==> src/core/nand_host_regs.svh <==
// Constants for the NAND host pin controller: command codes and timing.
// Assumes a 40 MHz clock; included by bare name.
`ifndef NAND_HOST_REGS_SVH
`define NAND_HOST_REGS_SVH

`define CLK_PERIOD_NS 25
`define CMD_READ_SETUP 8'h00
`define CMD_READ_EXEC 8'h30
`define CMD_PROG_SETUP 8'h80
`define CMD_PROG_EXEC 8'h10
`define CMD_ERASE_SETUP 8'h60
`define CMD_ERASE_EXEC 8'hD0
`define CMD_RESET 8'hFF
`define CMD_STATUS 8'h70
// Strobe phase times in ns; low and high phase of each strobe
`define STROBE_LOW_NS 25
`define STROBE_HIGH_NS 25
`define STROBE_LOW_CYC ((`STROBE_LOW_NS + `CLK_PERIOD_NS - 1) / `CLK_PERIOD_NS)
`define STROBE_HIGH_CYC ((`STROBE_HIGH_NS + `CLK_PERIOD_NS - 1) / `CLK_PERIOD_NS)
// Page read serial access least cycle
`define READ_CYCLE_NS 25
`define READ_CYCLE_CYC ((`READ_CYCLE_NS + `CLK_PERIOD_NS - 1) / `CLK_PERIOD_NS)
// Typical program and erase times, used only as documentation of busy length
`define PROG_TIME_NS 200000
`define ERASE_TIME_NS 1500000
// Wait after an execute command before ready/busy is trusted
`define BUSY_SETTLE_NS 100
`define BUSY_SETTLE_CYC ((`BUSY_SETTLE_NS + `CLK_PERIOD_NS - 1) / `CLK_PERIOD_NS)
// Address layout
`define COL_BITS 12
`define ROW_BITS 18
`define ADDR_BITS 30
`define COL_BYTES 3'd2
`define ROW_BYTES 3'd3
`define PAGE_BYTES 2112

`endif

==> src/core/nand_host_pkg.sv <==
// Types for the NAND host pin controller.
// Assumes the constants header sits alongside.
package nand_host_pkg;
    typedef enum logic [1:0] {
        OP_READ = 2'b00,
        OP_PROGRAM = 2'b01,
        OP_ERASE = 2'b10,
        OP_SINGLE = 2'b11
    } op_t;

    typedef enum logic [3:0] {
        ST_IDLE = 4'b0000,
        ST_CMD1 = 4'b0001,
        ST_ADDR = 4'b0010,
        ST_DATAIN = 4'b0011,
        ST_CMD2 = 4'b0100,
        ST_SETTLE = 4'b0101,
        ST_BUSY = 4'b0110,
        ST_DATAOUT = 4'b0111,
        ST_STATUS = 4'b1000,
        ST_DONE = 4'b1001
    } state_t;

    typedef enum logic [1:0] {
        BUS_IDLE = 2'b00,
        BUS_WRITE = 2'b01,
        BUS_READ = 2'b10
    } bus_t;
endpackage

==> src/core/nand_strobe_cycle.sv <==
// One pin cycle on the NAND bus: a write-strobe or read-strobe pulse.
// Assumes the caller holds latch selects steady while busy is high.
`timescale 1ns/1ps
`include "nand_host_regs.svh"

module nand_strobe_cycle (
    input wire logic clk,
    input wire logic rstn,
    input wire logic start,
    input wire logic isRead,
    input wire logic [7:0] wrByte,
    input wire logic [7:0] padIn,
    output logic busy,
    output logic done,
    output logic writeStrobeN,
    output logic outputStrobeN,
    output logic [7:0] padOut,
    output logic padOe,
    output logic [7:0] rdByte
);
    logic [3:0] count;
    logic lowPhase;
    logic readCycle;
    logic [7:0] sync1;
    logic [7:0] sync2;
    wire logic lastLow = (count == 4'(`STROBE_LOW_CYC - 1));
    // Read cycles stay high one extra clock so the two-flop pad sample
    // already holds the new byte when done is raised
    wire logic lastHigh = readCycle ? (count == 4'(`STROBE_HIGH_CYC)) :
        (count == 4'(`STROBE_HIGH_CYC - 1));
    wire logic finish = busy && !lowPhase && lastHigh;

    // Strobe timing: low phase then high phase
    always_ff @(posedge clk) begin
        if (!rstn) begin
            busy <= 1'b0;
            lowPhase <= 1'b0;
            count <= 4'h0;
            readCycle <= 1'b0;
            padOut <= 8'h00;
        end else if (start && !busy) begin
            busy <= 1'b1;
            lowPhase <= 1'b1;
            count <= 4'h0;
            readCycle <= isRead;
            padOut <= wrByte;
        end else if (busy && lowPhase && lastLow) begin
            lowPhase <= 1'b0;
            count <= 4'h0;
        end else if (finish) begin
            busy <= 1'b0;
        end else if (busy) begin
            count <= count + 4'h1;
        end
    end

    // Pad sampling through two flops; the second flop is the read byte
    always_ff @(posedge clk) begin
        if (!rstn) begin
            sync1 <= 8'h00;
            sync2 <= 8'h00;
        end else begin
            sync1 <= padIn;
            sync2 <= sync1;
        end
    end
    assign rdByte = sync2;

    // Byte taken by the device on the rising write edge
    assign writeStrobeN = !(busy && lowPhase && !readCycle);
    // Falling read edge advances the device column
    assign outputStrobeN = !(busy && lowPhase && readCycle);
    // Host drives the bus only on write cycles
    assign padOe = busy && !readCycle;
    assign done = finish;
endmodule

==> src/core/nand_host_pin_interface.sv <==
// Host controller that drives a NAND flash through its pins.
// Assumes the pad ring merges padOut/padOe with the device's drive.
`timescale 1ns/1ps
`include "nand_host_regs.svh"

module nand_host_pin_interface (
    input wire logic clk,
    input wire logic rstn,
    input wire logic reqValid,
    output logic reqReady,
    input wire nand_host_pkg::op_t reqOp,
    input wire logic [7:0] reqSingleCmd,
    input wire logic [29:0] reqAddr,
    input wire logic [11:0] reqLength,
    input wire logic allowWrite,
    input wire logic [7:0] wrData,
    output logic wrDataReady,
    output logic [7:0] rdData,
    output logic rdValid,
    output logic opDone,
    output logic [7:0] statusByte,
    output logic chipSelectN,
    output logic cmdLatch,
    output logic addrLatch,
    output logic writeStrobeN,
    output logic output_strobe_n,
    output logic writeProtectN,
    input wire logic [7:0] shared_byte_bus_in,
    output logic [7:0] shared_byte_bus_out,
    output logic shared_byte_bus_oe,
    input wire logic readyBusyN
);
    nand_host_pkg::state_t state;
    nand_host_pkg::op_t op;
    logic [7:0] singleCmd;
    logic [29:0] addr;
    logic [11:0] length;
    logic [11:0] index;
    logic [2:0] addrIdx;
    logic [2:0] settle;
    logic writeOk;
    logic rbSync1;
    logic rbSync2;
    logic cycStart;
    logic cycRead;
    logic [7:0] cycByte;
    logic cycBusy;
    logic cycDone;
    logic [7:0] cycRd;

    // Address byte by position, unused bits low
    function automatic logic [7:0] addrByte(input logic [29:0] a,
                                            input logic [2:0] n);
        case (n)
            3'd0: addrByte = a[7:0];
            3'd1: addrByte = {4'h0, a[11:8]};
            3'd2: addrByte = a[19:12];
            3'd3: addrByte = a[27:20];
            3'd4: addrByte = {6'h00, a[29:28]};
            default: addrByte = 8'h00;
        endcase
    endfunction

    // Ready/busy pin synchronised before use
    always_ff @(posedge clk) begin
        if (!rstn) begin
            rbSync1 <= 1'b0;
            rbSync2 <= 1'b0;
        end else begin
            rbSync1 <= readyBusyN;
            rbSync2 <= rbSync1;
        end
    end
    wire logic devReady = rbSync2;

    // Setup and execute codes per operation
    wire logic [7:0] setupCode =
        (op == nand_host_pkg::OP_READ) ? `CMD_READ_SETUP :
        (op == nand_host_pkg::OP_PROGRAM) ? `CMD_PROG_SETUP :
        (op == nand_host_pkg::OP_ERASE) ? `CMD_ERASE_SETUP : singleCmd;
    wire logic [7:0] execCode =
        (op == nand_host_pkg::OP_READ) ? `CMD_READ_EXEC :
        (op == nand_host_pkg::OP_PROGRAM) ? `CMD_PROG_EXEC : `CMD_ERASE_EXEC;
    // Erase skips the two column bytes
    wire logic [2:0] firstAddr = (op == nand_host_pkg::OP_ERASE) ?
        `COL_BYTES : 3'd0;
    wire logic [2:0] lastAddr = `COL_BYTES + `ROW_BYTES - 3'd1;
    // Reset and status go out even while the device is busy
    wire logic cmdAnytime = (reqSingleCmd == `CMD_RESET) ||
        (reqSingleCmd == `CMD_STATUS);
    // Other requests wait for ready
    wire logic canAccept = (state == nand_host_pkg::ST_IDLE) &&
        (devReady || (reqOp == nand_host_pkg::OP_SINGLE && cmdAnytime));
    wire logic lastByte = (index == length - 12'h1);

    // Pin cycle request, selects and data
    assign cycStart = !cycBusy && !cycDone && (
        state == nand_host_pkg::ST_CMD1 || state == nand_host_pkg::ST_ADDR ||
        state == nand_host_pkg::ST_CMD2 || state == nand_host_pkg::ST_STATUS ||
        state == nand_host_pkg::ST_DATAIN ||
        state == nand_host_pkg::ST_DATAOUT);
    assign cycRead = (state == nand_host_pkg::ST_DATAOUT) ||
        (state == nand_host_pkg::ST_STATUS);
    assign cycByte =
        (state == nand_host_pkg::ST_CMD1) ? setupCode :
        (state == nand_host_pkg::ST_CMD2) ? execCode :
        (state == nand_host_pkg::ST_ADDR) ? addrByte(addr, addrIdx) : wrData;
    assign wrDataReady = (state == nand_host_pkg::ST_DATAIN) && cycDone;

    nand_strobe_cycle strobe (
        .clk(clk),
        .rstn(rstn),
        .start(cycStart),
        .isRead(cycRead),
        .wrByte(cycByte),
        .padIn(shared_byte_bus_in),
        .busy(cycBusy),
        .done(cycDone),
        .writeStrobeN(writeStrobeN),
        .outputStrobeN(output_strobe_n),
        .padOut(shared_byte_bus_out),
        .padOe(shared_byte_bus_oe),
        .rdByte(cycRd)
    );

    // Sequencer over command, address, data and busy phases
    always_ff @(posedge clk) begin
        if (!rstn) begin
            state <= nand_host_pkg::ST_IDLE;
            op <= nand_host_pkg::OP_SINGLE;
            singleCmd <= 8'h00;
            addr <= 30'h0;
            length <= 12'h0;
            index <= 12'h0;
            addrIdx <= 3'd0;
            settle <= 3'd0;
            writeOk <= 1'b0;
            statusByte <= 8'h00;
        end else begin
            case (state)
                nand_host_pkg::ST_IDLE: begin
                    if (reqValid && canAccept) begin
                        op <= reqOp;
                        singleCmd <= reqSingleCmd;
                        addr <= reqAddr;
                        length <= (reqLength == 12'h0) ? 12'h1 : reqLength;
                        writeOk <= allowWrite;
                        index <= 12'h0;
                        state <= nand_host_pkg::ST_CMD1;
                    end
                end
                nand_host_pkg::ST_CMD1: begin
                    if (cycDone) begin
                        addrIdx <= firstAddr;
                        if (op != nand_host_pkg::OP_SINGLE)
                            state <= nand_host_pkg::ST_ADDR;
                        else if (singleCmd == `CMD_STATUS)
                            state <= nand_host_pkg::ST_STATUS;
                        else
                            state <= nand_host_pkg::ST_SETTLE;
                        settle <= 3'd0;
                    end
                end
                nand_host_pkg::ST_ADDR: begin
                    if (cycDone) begin
                        addrIdx <= addrIdx + 3'd1;
                        if (addrIdx == lastAddr) begin
                            if (op == nand_host_pkg::OP_PROGRAM)
                                state <= nand_host_pkg::ST_DATAIN;
                            else
                                state <= nand_host_pkg::ST_CMD2;
                        end
                    end
                end
                nand_host_pkg::ST_DATAIN: begin
                    if (cycDone) begin
                        index <= index + 12'h1;
                        if (lastByte)
                            state <= nand_host_pkg::ST_CMD2;
                    end
                end
                nand_host_pkg::ST_CMD2: begin
                    if (cycDone) begin
                        settle <= 3'd0;
                        state <= nand_host_pkg::ST_SETTLE;
                    end
                end
                nand_host_pkg::ST_SETTLE: begin
                    // Give ready/busy time to fall
                    settle <= settle + 3'd1;
                    if (settle == 3'(`BUSY_SETTLE_CYC + 2))
                        state <= nand_host_pkg::ST_BUSY;
                end
                nand_host_pkg::ST_BUSY: begin
                    // Device runs the operation alone
                    if (devReady) begin
                        index <= 12'h0;
                        if (op == nand_host_pkg::OP_READ)
                            state <= nand_host_pkg::ST_DATAOUT;
                        else
                            state <= nand_host_pkg::ST_DONE;
                    end
                end
                nand_host_pkg::ST_DATAOUT: begin
                    // One byte per read cycle from the page
                    if (cycDone) begin
                        index <= index + 12'h1;
                        if (lastByte)
                            state <= nand_host_pkg::ST_DONE;
                    end
                end
                nand_host_pkg::ST_STATUS: begin
                    if (cycDone) begin
                        statusByte <= cycRd;
                        state <= nand_host_pkg::ST_DONE;
                    end
                end
                nand_host_pkg::ST_DONE: begin
                    writeOk <= 1'b0;
                    state <= nand_host_pkg::ST_IDLE;
                end
                default: state <= nand_host_pkg::ST_IDLE;
            endcase
        end
    end

    // Read data strobe out of the pin cycle
    always_ff @(posedge clk) begin
        if (!rstn) begin
            rdData <= 8'h00;
            rdValid <= 1'b0;
        end else begin
            rdValid <= cycDone && (state == nand_host_pkg::ST_DATAOUT);
            if (cycDone && state == nand_host_pkg::ST_DATAOUT)
                rdData <= cycRd;
        end
    end

    // Latch selects steer each write strobe
    assign cmdLatch = (state == nand_host_pkg::ST_CMD1) ||
        (state == nand_host_pkg::ST_CMD2);
    assign addrLatch = (state == nand_host_pkg::ST_ADDR);
    // Chip select held through busy; device ignores deselect anyway
    assign chipSelectN = (state == nand_host_pkg::ST_IDLE);
    // Protect stays low unless the current request set allowWrite
    assign writeProtectN = writeOk && (state != nand_host_pkg::ST_IDLE);
    assign reqReady = canAccept;
    assign opDone = (state == nand_host_pkg::ST_DONE);
endmodule

==> config.mk <==
export PLATFORM = sky130hd
export DESIGN_NAME = nand_host_pin_interface
export DESIGN_NICKNAME = d
export VERILOG_FILES = /design/src/core/nand_host_pkg.sv /design/src/core/nand_strobe_cycle.sv /design/src/core/nand_host_pin_interface.sv
export VERILOG_INCLUDE_DIRS = /design/src /design/src/core
export SDC_FILE = /design/constraint.sdc
export NUM_CORES = 1
export LEC_CHECK = 0
export ABC_AREA = 1
export BUFFER_PORTS_ARGS = -buffer_cell sky130_fd_sc_hd__buf_4
export CAP_MARGIN = 20
export CORE_UTILIZATION = 51
export CTS_BUF_LIST = sky130_fd_sc_hd__clkbuf_8
export DETAILED_ROUTE_END_ITERATION = 10
export GPL_TIMING_DRIVEN = 0
export PLACE_DENSITY_LB_ADDON = 0.12
export SLEW_MARGIN = 20
export SYNTH_ARGS = -nofsm -noshare
export SYNTH_HDL_FRONTEND = slang
export SYNTH_SLANG_ARGS = --single-unit
==> constraint.sdc <==
create_clock -name clk -period 1.65 [get_ports clk]
set_input_delay 0.495 -clock clk [delete_from_list [all_inputs] [get_ports clk]]
set_output_delay 0.495 -clock clk [all_outputs]
set_load 0.02 [all_outputs]
# Yosys cells after proc, flatten, opt, wreduce, memory -nomap -nowiden
# Index checks and enable logic that the tools add are counted.
[totals]
reg_bits = 125
in_bits = 73
output_inout_bits = 35
word_cells = 166
[op_classes]
add_sub_neg = 5
n_eq_ne = 38
n_mux = 45
n_bitwise = 2
reduce_logical = 55
[op_table]
columns = ["operator", "count"]
rows = [
  ["two-way mux 8 bit", 8],
  ["two-way mux 4 bit", 15],
  ["two-way mux 12 bit", 4],
  ["case mux 8 bit (5 select lines)", 1],
  ["case mux 12 bit (3 select lines)", 1],
  ["case mux 4 bit (9 select lines)", 1],
  ["inequality test 2 bit, second input constant", 10],
  ["equality test 4 x 3 -> 1 bit, second input constant", 4],
  ["equality test 8 x 7 -> 1 bit, second input constant", 2],
  ["logical AND 1 bit", 16],
  ["adder 12 x 1 -> 12 bit, second input constant", 1],
  ["equality test 12 bit", 1],
  ["logical NOT 12 bit", 1],
  ["two-way mux 3 bit", 4],
  ["inequality test 2 x 1 -> 1 bit, second input constant", 6],
  ["case mux 3 bit (2 select lines)", 2],
  ["AND reduction 12 bit", 1],
  ["AND reduction 2 bit", 6],
  ["subtractor 12 x 1 -> 12 bit, second input constant", 1],
  ["nonzero test 2 bit", 5],
  ["logical OR 1 bit", 9],
  ["equality test 4 x 1 -> 1 bit, second input constant", 2],
  ["equality test 4 x 2 -> 1 bit, second input constant", 2],
  ["equality test 4 bit, second input constant", 2],
  ["other kinds (22)", 40],
]

# Longest topological paths before layout
# Gate-level depths: netlist of the first run.
[depth]
depth_word = 10
ltp_mapped = 15
depth_no_buf = 15

# Cells and area by module
# From an unflattened synthesis of the first run, not the netlist that was laid out.
[unflattened]
cells_unflattened = 836
area_unflattened_um2 = 6034.5
[modules_own_cells]
columns = ["module", "instances", "cells_per_inst", "area_each_um2", "seq_area_each_um2"]
rows = [
  ["nand_host_pin_interface", 1, 700, 4907.2, 1881.8],
  ["nand_strobe_cycle", 1, 136, 1127.3, 620.6],
]

# Worst setup path after synthesis of the first run
# Ideal clock, no wire load.
[synth_timing]
path_kind = "register to register"
startpoint = "register length[0]"
endpoint = "register state[0]"
t_arrival_ps = 1604
path_slack_ps = -67
stages_incl_launch_ff = 13
n_path_buf = 0
period_less_slack_ps = 1717
path_cell_list = "dfxtp_1 -> inv_1 -> ha_1 -> xor2_1 -> nand2_1 -> nor2_1 -> nand2_1 -> nor2_1 -> nand3_1 -> o21bai_4 -> nand2_2 -> nor2_1 -> nor2_1"
[synth_via]
elab_chain_cells = 4
[synth_rtl]
columns = ["item", "line_no", "text"]
rows = [
  ["from (decl)", "nand_host_pin_interface.sv:37", "logic [11:0] length;"],
  ["from (signal assigned)", "nand_host_pin_interface.sv:146", "length <= (reqLength == 12'h0) ? 12'h1 : reqLength;"],
  ["subtractor 12 x 1 -> 12 bit *", "nand_host_pin_interface.sv:94", "wire logic lastByte = (index == length - 12'h1);"],
  ["equality test 12 bit *", "nand_host_pin_interface.sv:94", ""],
  ["inequality test 2 bit (no source line)", "-", ""],
  ["AND reduction 12 bit (no source line) *", "-", ""],
  ["to (signal assigned)", "nand_host_pin_interface.sv:129", "state <= nand_host_pkg::ST_IDLE;"],
  ["to (signal assigned)", "nand_host_pin_interface.sv:149", "state <= nand_host_pkg::ST_CMD1;"],
  ["to (signal assigned)", "nand_host_pin_interface.sv:156", "state <= nand_host_pkg::ST_ADDR;"],
  ["to (decl)", "nand_host_pin_interface.sv:33", "nand_host_pkg::state_t state;"],
]
# Every way passes the cells marked *; elsewhere a longest branch is shown, timed or not.
# A chain may end at the register's enable or synchronous reset.

# Worst setup path in the final report of the first run
[layout_timing]
startpoint = "register strobe.count[0]"
endpoint = "output port wrDataReady"
[layout_via]
elab_chain_cells = 4
[layout_rtl]
columns = ["item", "line_no", "text"]
rows = [
  ["from (decl)", "nand_strobe_cycle.sv:21", "logic [3:0] count;"],
  ["from (signal assigned)", "nand_strobe_cycle.sv:53", "count <= count + 4'h1;"],
  ["equality test 4 x 1 -> 1 bit / logical NOT 4 bit (equally long branches)", "nand_strobe_cycle.sv:29, nand_strobe_cycle.sv:30", ""],
  ["two-way mux 1 bit *", "nand_strobe_cycle.sv:29", "wire logic lastHigh = readCycle ? (count == 4'(`STROBE_HIGH_CYC)) :"],
  ["logical AND 1 bit *", "nand_strobe_cycle.sv:31", "wire logic finish = busy && !lowPhase && lastHigh;"],
  ["logical AND 1 bit *", "nand_host_pin_interface.sv:108", "assign wrDataReady = (state == nand_host_pkg::ST_DATAIN) && cycDone;"],
  ["to (decl)", "nand_host_pin_interface.sv:17", "output logic wrDataReady,"],
]
# Marked as above.

==> results of run 1 <==
==> kinds of logic after synthesis <==
logic type                 share of synthesized area
and+or+nand+nor                               0.2579
adders and majority gates                    0.02492
DFF                                           0.4153
xor gates and xnor gates                     0.02326
buffers and inverters                        0.09448
AOI/OAI and AO/OA                             0.1842
==> path summary, 6_finish.rpt <==
kind	from	endpoint	cells after the start
setup / recovery	strobe.count[0]	wrDataReady	7
hold / removal	shared_byte_bus_in[7]	strobe.sync1[7]	3
setup reg to reg	length[1]	state[0]	12
hold reg to reg	strobe.sync1[0]	strobe.rdByte[0]	2
==> synth_stat cells, drive strengths merged, types with 11 or more instances <==
cell type and n:
nand2 195, inv 115, clkbuf 18, a21oi 95, ha 12, nor2 96
nand3 39, xor2 14, o21ai 87, buf 11, dfxtp 125
==> power by group through the flow <==
stage	Clock (mW)	Sequential (mW)	Combinational, mW
5_1_grt	2.56	3.74	6.38
3_5_place_dp	0	3.65	3.47
6_report	2.41	3.70	6.05
3_3_place_gp	0	3.65	3.45
4_1_cts	2.40	3.60	4.81
2_1_floorplan	0	3.70	2.36
==> layer usage <==
layer,global-route usage,part of all wire
met1,0.3833,0.41
met4,0.09333,0.032
met3,0.07272,0.079
met5,0,0
met2,0.4853,0.48
==> sequential cells by signal, summed over array words and instances (netlist names) <==
| register | cells |
|---|---|
| addr | 30 |
| addrIdx | 3 |
| devReady | 1 |
| index | 12 |
| length | 12 |
| op | 2 |
| rbSync1 | 1 |
| rdData | 8 |
| rdValid | 1 |
| settle | 3 |
| singleCmd | 8 |
| state | 4 |
| statusByte | 8 |
| strobe.busy | 1 |
| strobe.count | 4 |
| strobe.lowPhase | 1 |
| strobe.padOut | 8 |
| strobe.rdByte | 8 |
| strobe.readCycle | 1 |
| strobe.sync1 | 8 |
| writeOk | 1 |
==> through the flow <==
step | setup slack (ps) | utilization | area [um^2] | power, mW | hold slack, ps
finish | -398.9 | 0.7913 | 9074 | 12.15 | 214.0
global route | -450.3 | 0.7913 | 9074 | 12.68 | 194.3
CTS | -416.2 | 0.7189 | 8244 | 10.81 | 204.0
detailed placement | -571.5 | 0.6129 | 7028 | 7.120 | 397.6
global placement | -556.2 | 0.6129 | 7028 | 7.105 | 393.4
floorplan | 2.442 | - | 6046 | 6.059 | 390.5
==> final cells by class <==
class | instances | area [um^2]
Tap cell | 143 | 178.9
Sequential cell | 125 | 2537
Multi-Input combinational cell | 592 | 3711
Timing Repair Buffer | 174 | 1514
Clock buffer | 17 | 234.0
Fill cell | 745 | 2394
Buffer | 27 | 302.8
Inverter | 116 | 483.0
Clock inverter | 15 | 112.6
==> what timing repair did <==
action | 4_1_cts | 5_1_grt
buffers inserted | 41 | 19
hold buffers | 0 | 0
gates resized for setup | 199 | 175
endpoints found under the setup margin | 112 | 117
gates cloned | 4 | 5
pin swaps | 40 | 34
==> worst register-to-register path, cell delays in order (launching register included) <==
cell      delay (ps)
dfxtp_2          340
inv_2             60
ha_4             260
xor2_1           150
nand2_1           70
nor2_1           100
nand2_1           60
nor2_1           120
nand3_1          130
o21bai_4         240
nand2_4          110
nor2_2           140
nor2_1            60
==> results.cfg, run 1 <==
[outcome]
failed_checks = setup timing
status = complete, but fails checks

[yosys]
synth-async-reset-ratio = 0
postSynthAreaPerCell_um2 = 6.990
ys.flop_type = dfxtp_1
synth_cells = 862
synth_warnings = 0
synth.top_cells.by_area = dfxtp_1 42%, nand2_1 12%, a21oi_1 7.6%, inv_1 6.5%, o21ai_0 6.4%
yosys.cell_types.count = 43
ys_ff_latch = 125
syn-num-nets = 947
synth_top_area_share = 0.4153
seq_area_frac_synth = 0.4153
synth_top_area_cell = dfxtp_1
netlist_area_um2 = 6026
synth_edf_count = 0

[timing]
hold_viol = 0
relSlewSlack = 0.4718
fin_crit_ps = 2049
setup_viol_count_final = 102
worst_slew_pin_slew_ps = 792.3
finalMaxSlewViolations = 0
post-route-period-util = 1.242
timing.final.ws_setup_ps = -398.9
tns_ps = -14200
fin_skew_ps = 11.23
rsz0062_at_grt = true
fmax_mhz = 488.1

[route]
drt-vias-per-instance = 5.539
ant_nets = 0
first_pass_iters = 5
vias = 6697
dr.first_iter.drc_count = 551
drt_drc_violations_left = 0
wl_per_cell_um = 17.14
wl_mm = 20.73

[global_route]
grt_pass1_wl_mm = 28.88
grt_pass1_vias = 5983
gr-usage-all-layers = 0.2961
grt_overflow_total = 0
antenna_found_initial = 0
grt_max_degree = 17

[floorplanning]
core_um2 = 11470
initial_core_util = 0.5255
die_w_um = 110.7
dieArea_um2 = 12250
rows = 39
ios = 108
die_h_um = 110.7

[finish]
final_common_cell = nand2_1
nets = 1138
diodes = 0
synthToLayoutAreaGrowth_pct = 50.58
final_cells = 1209
drive_above_1_share = 0.4081
final_cell_mix = 157 x nand2_1, 143 x buf_4, 111 x dfxtp_1, 90 x inv_1, 73 x nor2_1

[critical_path]
worst_ep_arrival_time_ps = 1550
crit_family = flip-flops
cpPeakStageDelay_ps = 380
crit_fanout = 4
path_cells = inv_4, ha_4, inv_2, o21bai_4, nand3_4, nor2_4, buf_6
path_class = reg -> out
path_buf_inv = 3
cp.required_ps = 1150
cp-start-kind = flip-flop
cp_slowest_cell = dfxtp_4
reg2reg_setup_slack_ps = -300
worst_setup_path_end_kind = primary output

[clock_tree]
clockRootBuffer = clkbuf_8
h-tree-depth = 4
cts_buffers = 17
clkTransAtPathRegs_ps = 80
clk_latency_ps = 460
cts_tree = yes
clkSinkCount = 125
cts_buffer_depth = 2

[pwr]
power.share.clock = 0.198
peakVddDrop_v = 0.001023
p_comb_frac = 0.498
p_sw_frac = 0.4175
power_density_nw_per_um2 = 1339
seqPwrFrac = 0.304
p_switching_mw = 5.073
power.leakage_nw = 3.990
p_int_mw = 7.079

[place]
port-buffer-count = 107
dp_hpwl_mm = 11.70
gp_congestion = 0.9048
dpl.cell_count = 1112

[run]
maxCapViolCount = 0

[min_path]
min_path_type = in -> reg
Power figures use the tool's default switching activity.
==> run 2, diff against run 1 <==
--- a/config.mk
+++ b/config.mk
@@ -14,6 +14,7 @@
 export DETAILED_ROUTE_END_ITERATION = 10
 export GPL_TIMING_DRIVEN = 0
 export PLACE_DENSITY_LB_ADDON = 0.12
+export SETUP_SLACK_MARGIN = 0.5
 export SLEW_MARGIN = 20
 export SYNTH_ARGS = -nofsm -noshare
 export SYNTH_HDL_FRONTEND = slang
==> run 2 against run 1 <==
  * The flow still finishes with violations (setup timing)
  * Clock skew is 3.6 ps higher
  * Worst hold slack better by 1.7 ps
  * Clock power is 10% higher
  * Via count is 12% higher
  * Largest power group unchanged
==> results.cfg, run 2 (synthesis gave the netlist of run 1 again) <==
[place]
gp_congestion = 0.9177
place_area_um2 = 7390
port-buffer-count = 107
pre_cts_ws_ps = -458.4
dp_hpwl_mm = 11.83

[outcome]
failed_checks = setup timing
status = complete, but fails checks

[clock_tree]
cts_buffers = 17
clk_latency_ps = 460
cts_buffer_depth = 2
clockRootBuffer = clkbuf_8
ctsHoldBuffers = 0
clkTransAtPathRegs_ps = 80
cts_tree = yes
h-tree-depth = 4
clkSinkCount = 125

[route]
first_pass_iters = 9
wl_per_cell_um = 20.38
dr.first_iter.drc_count = 815
wl_mm = 25.15
drt_drc_violations_left = 0
drt-vias-per-instance = 6.060
vias = 7478
ant_nets = 0

[finish]
utilization = 0.8638
ff_latch_area_um2 = 2572
regMostFlops = addr
diodes = 0
largest_registers = addr (30), index (12), length (12)
fill_cells = 571
drive_above_1_share = 0.4922
multi_input_area_um2 = 4050
final_area_um2 = 9906
largest_reg_flops = 30
final_cell_mix = 144 x nand2_1, 122 x buf_4, 87 x dfxtp_1, 86 x inv_1
nets = 1163
synthToLayoutAreaGrowth_pct = 64.39
final_common_cell = nand2_1

[critical_path]
cp_slowest_cell = dfxtp_1
path_cells = nor2_1, inv_1, nor2_2, nand3_1, nand2_1, nand2_1, nor2_1, nand2_1, o21bai_4, nand2_4, nand2_1, nand2_1, nor2_1
path_buf_inv = 1
cp_common_cell = nand2_1
crit_family = simple AND/OR/NAND/NOR gates
worst_ep_arrival_time_ps = 2740
crit_fanout = 5
worst_setup_path_end_kind = flip-flop
cp.required_ps = 2040
cp-start-kind = flip-flop
cpPeakStageDelay_ps = 350
path_class = reg -> reg

[timing]
fin_skew_ps = 14.84
fin_crit_ps = 2343
hold_viol = 0
fmax_mhz = 426.8
rsz0062_at_grt = true
timing.final.ws_setup_ps = -693.0
setup_viol_count_final = 105
relSlewSlack = 0.3127
worst_slew_pin_slew_ps = 1031
finalMaxSlewViolations = 0
post-route-period-util = 1.420

[global_route]
grt_max_degree = 17
grt_overflow_total = 0
grt_pass1_vias = 6315
grt_pass1_wl_mm = 31.08
gr-usage-all-layers = 0.3191
antenna_found_initial = 0

[floorplanning]
core_um2 = 11470
ios = 108
die_h_um = 110.7
die_w_um = 110.7
dieArea_um2 = 12250
initial_core_util = 0.5255
rows = 39

[pwr]
power_density_nw_per_um2 = 1378
peakVddDrop_v = 0.001431
power.leakage_nw = 4.336

[run]
maxCapViolCount = 0

[min_path]
min_path_type = in -> reg
run 2: cell count changes in the layout (fill, tap and decap cells not counted), sizes merged:
cell | previous run | this run
clkinvlp | 4 | 2
clkbuf | 33 | 40
buf | 185 | 205
nand2 | 195 | 196
clkinv | 4 | 7
bufinv | 0 | 1
inv | 123 | 118
run 2: final cells by class:
| class | count | share of cell area |
|---|---|---|
| Sequential cell | 125 | 0.2597 |
| Buffer | 29 | 0.03183 |
| Inverter | 116 | 0.05128 |
| Multi-Input combinational cell | 593 | 0.4089 |
| Timing Repair Buffer | 196 | 0.1912 |
| Clock buffer | 20 | 0.02779 |
| Clock inverter | 12 | 0.01124 |
| Tap cell | 143 | 0.01806 |
run 2: worst min-delay path, stage by stage:
cell and delay, ps:
buf_4 70, nand2_1 40, inv_1 40
run 2: through the flow:
stage / TNS, ps / hold slack, ps / total power [mW] / std cells
after floorplan: 0 / 390.5 / 6.550 / 862
after global placement: -26540 / 392.6 / 7.602 / 1112
after detailed placement: -28100 / 396.8 / 7.645 / 1112
after CTS: -13510 / 222.1 / 11.96 / 1206
after global routing: -33690 / 204.4 / 14.06 / 1234
final: -30260 / 215.7 / 13.65 / 1234
run 2: what timing repair did:
action                                  in CTS  in global routing
cloned                                      10                  4
endpoints found under the setup margin     160                142
pin swaps                                   35                 54
resized for setup                          220                161
setup buffers                               52                 24
run 2: worst paths after layout:
check | cells past startpoint | slack (ps) | to | startpoint
worst max-delay path | 13 | -690 | state[1] | length[7]
worst min-delay path | 3 | 220 | strobe.sync1[2] | shared_byte_bus_in[2]
worst max register to register | 13 | -690 | state[1] | length[7]
worst min register to register | 2 | 410 | strobe.rdByte[4] | strobe.sync1[4]
run 2: routing by layer:
| metal | GRT usage | wire [um] |
|---|---|---|
| met3 | 0.05413 | 2500 |
| met2 | 0.5321 | 11680 |
| met4 | 0.1280 | 1680 |
| met5 | 0 | 0 |
| met1 | 0.4099 | 9295 |
run 2: report_power, final:
part | leakage, nW | internal [mW] | switching (mW) | total, mW
combinational | 3.10 | 3.17 | 4.05 | 7.22
clock | 0.197 | 1.32 | 1.33 | 2.65
sequential | 1.04 | 3.39 | 0.386 | 3.78
total | 4.34 | 7.88 | 5.77 | 13.7
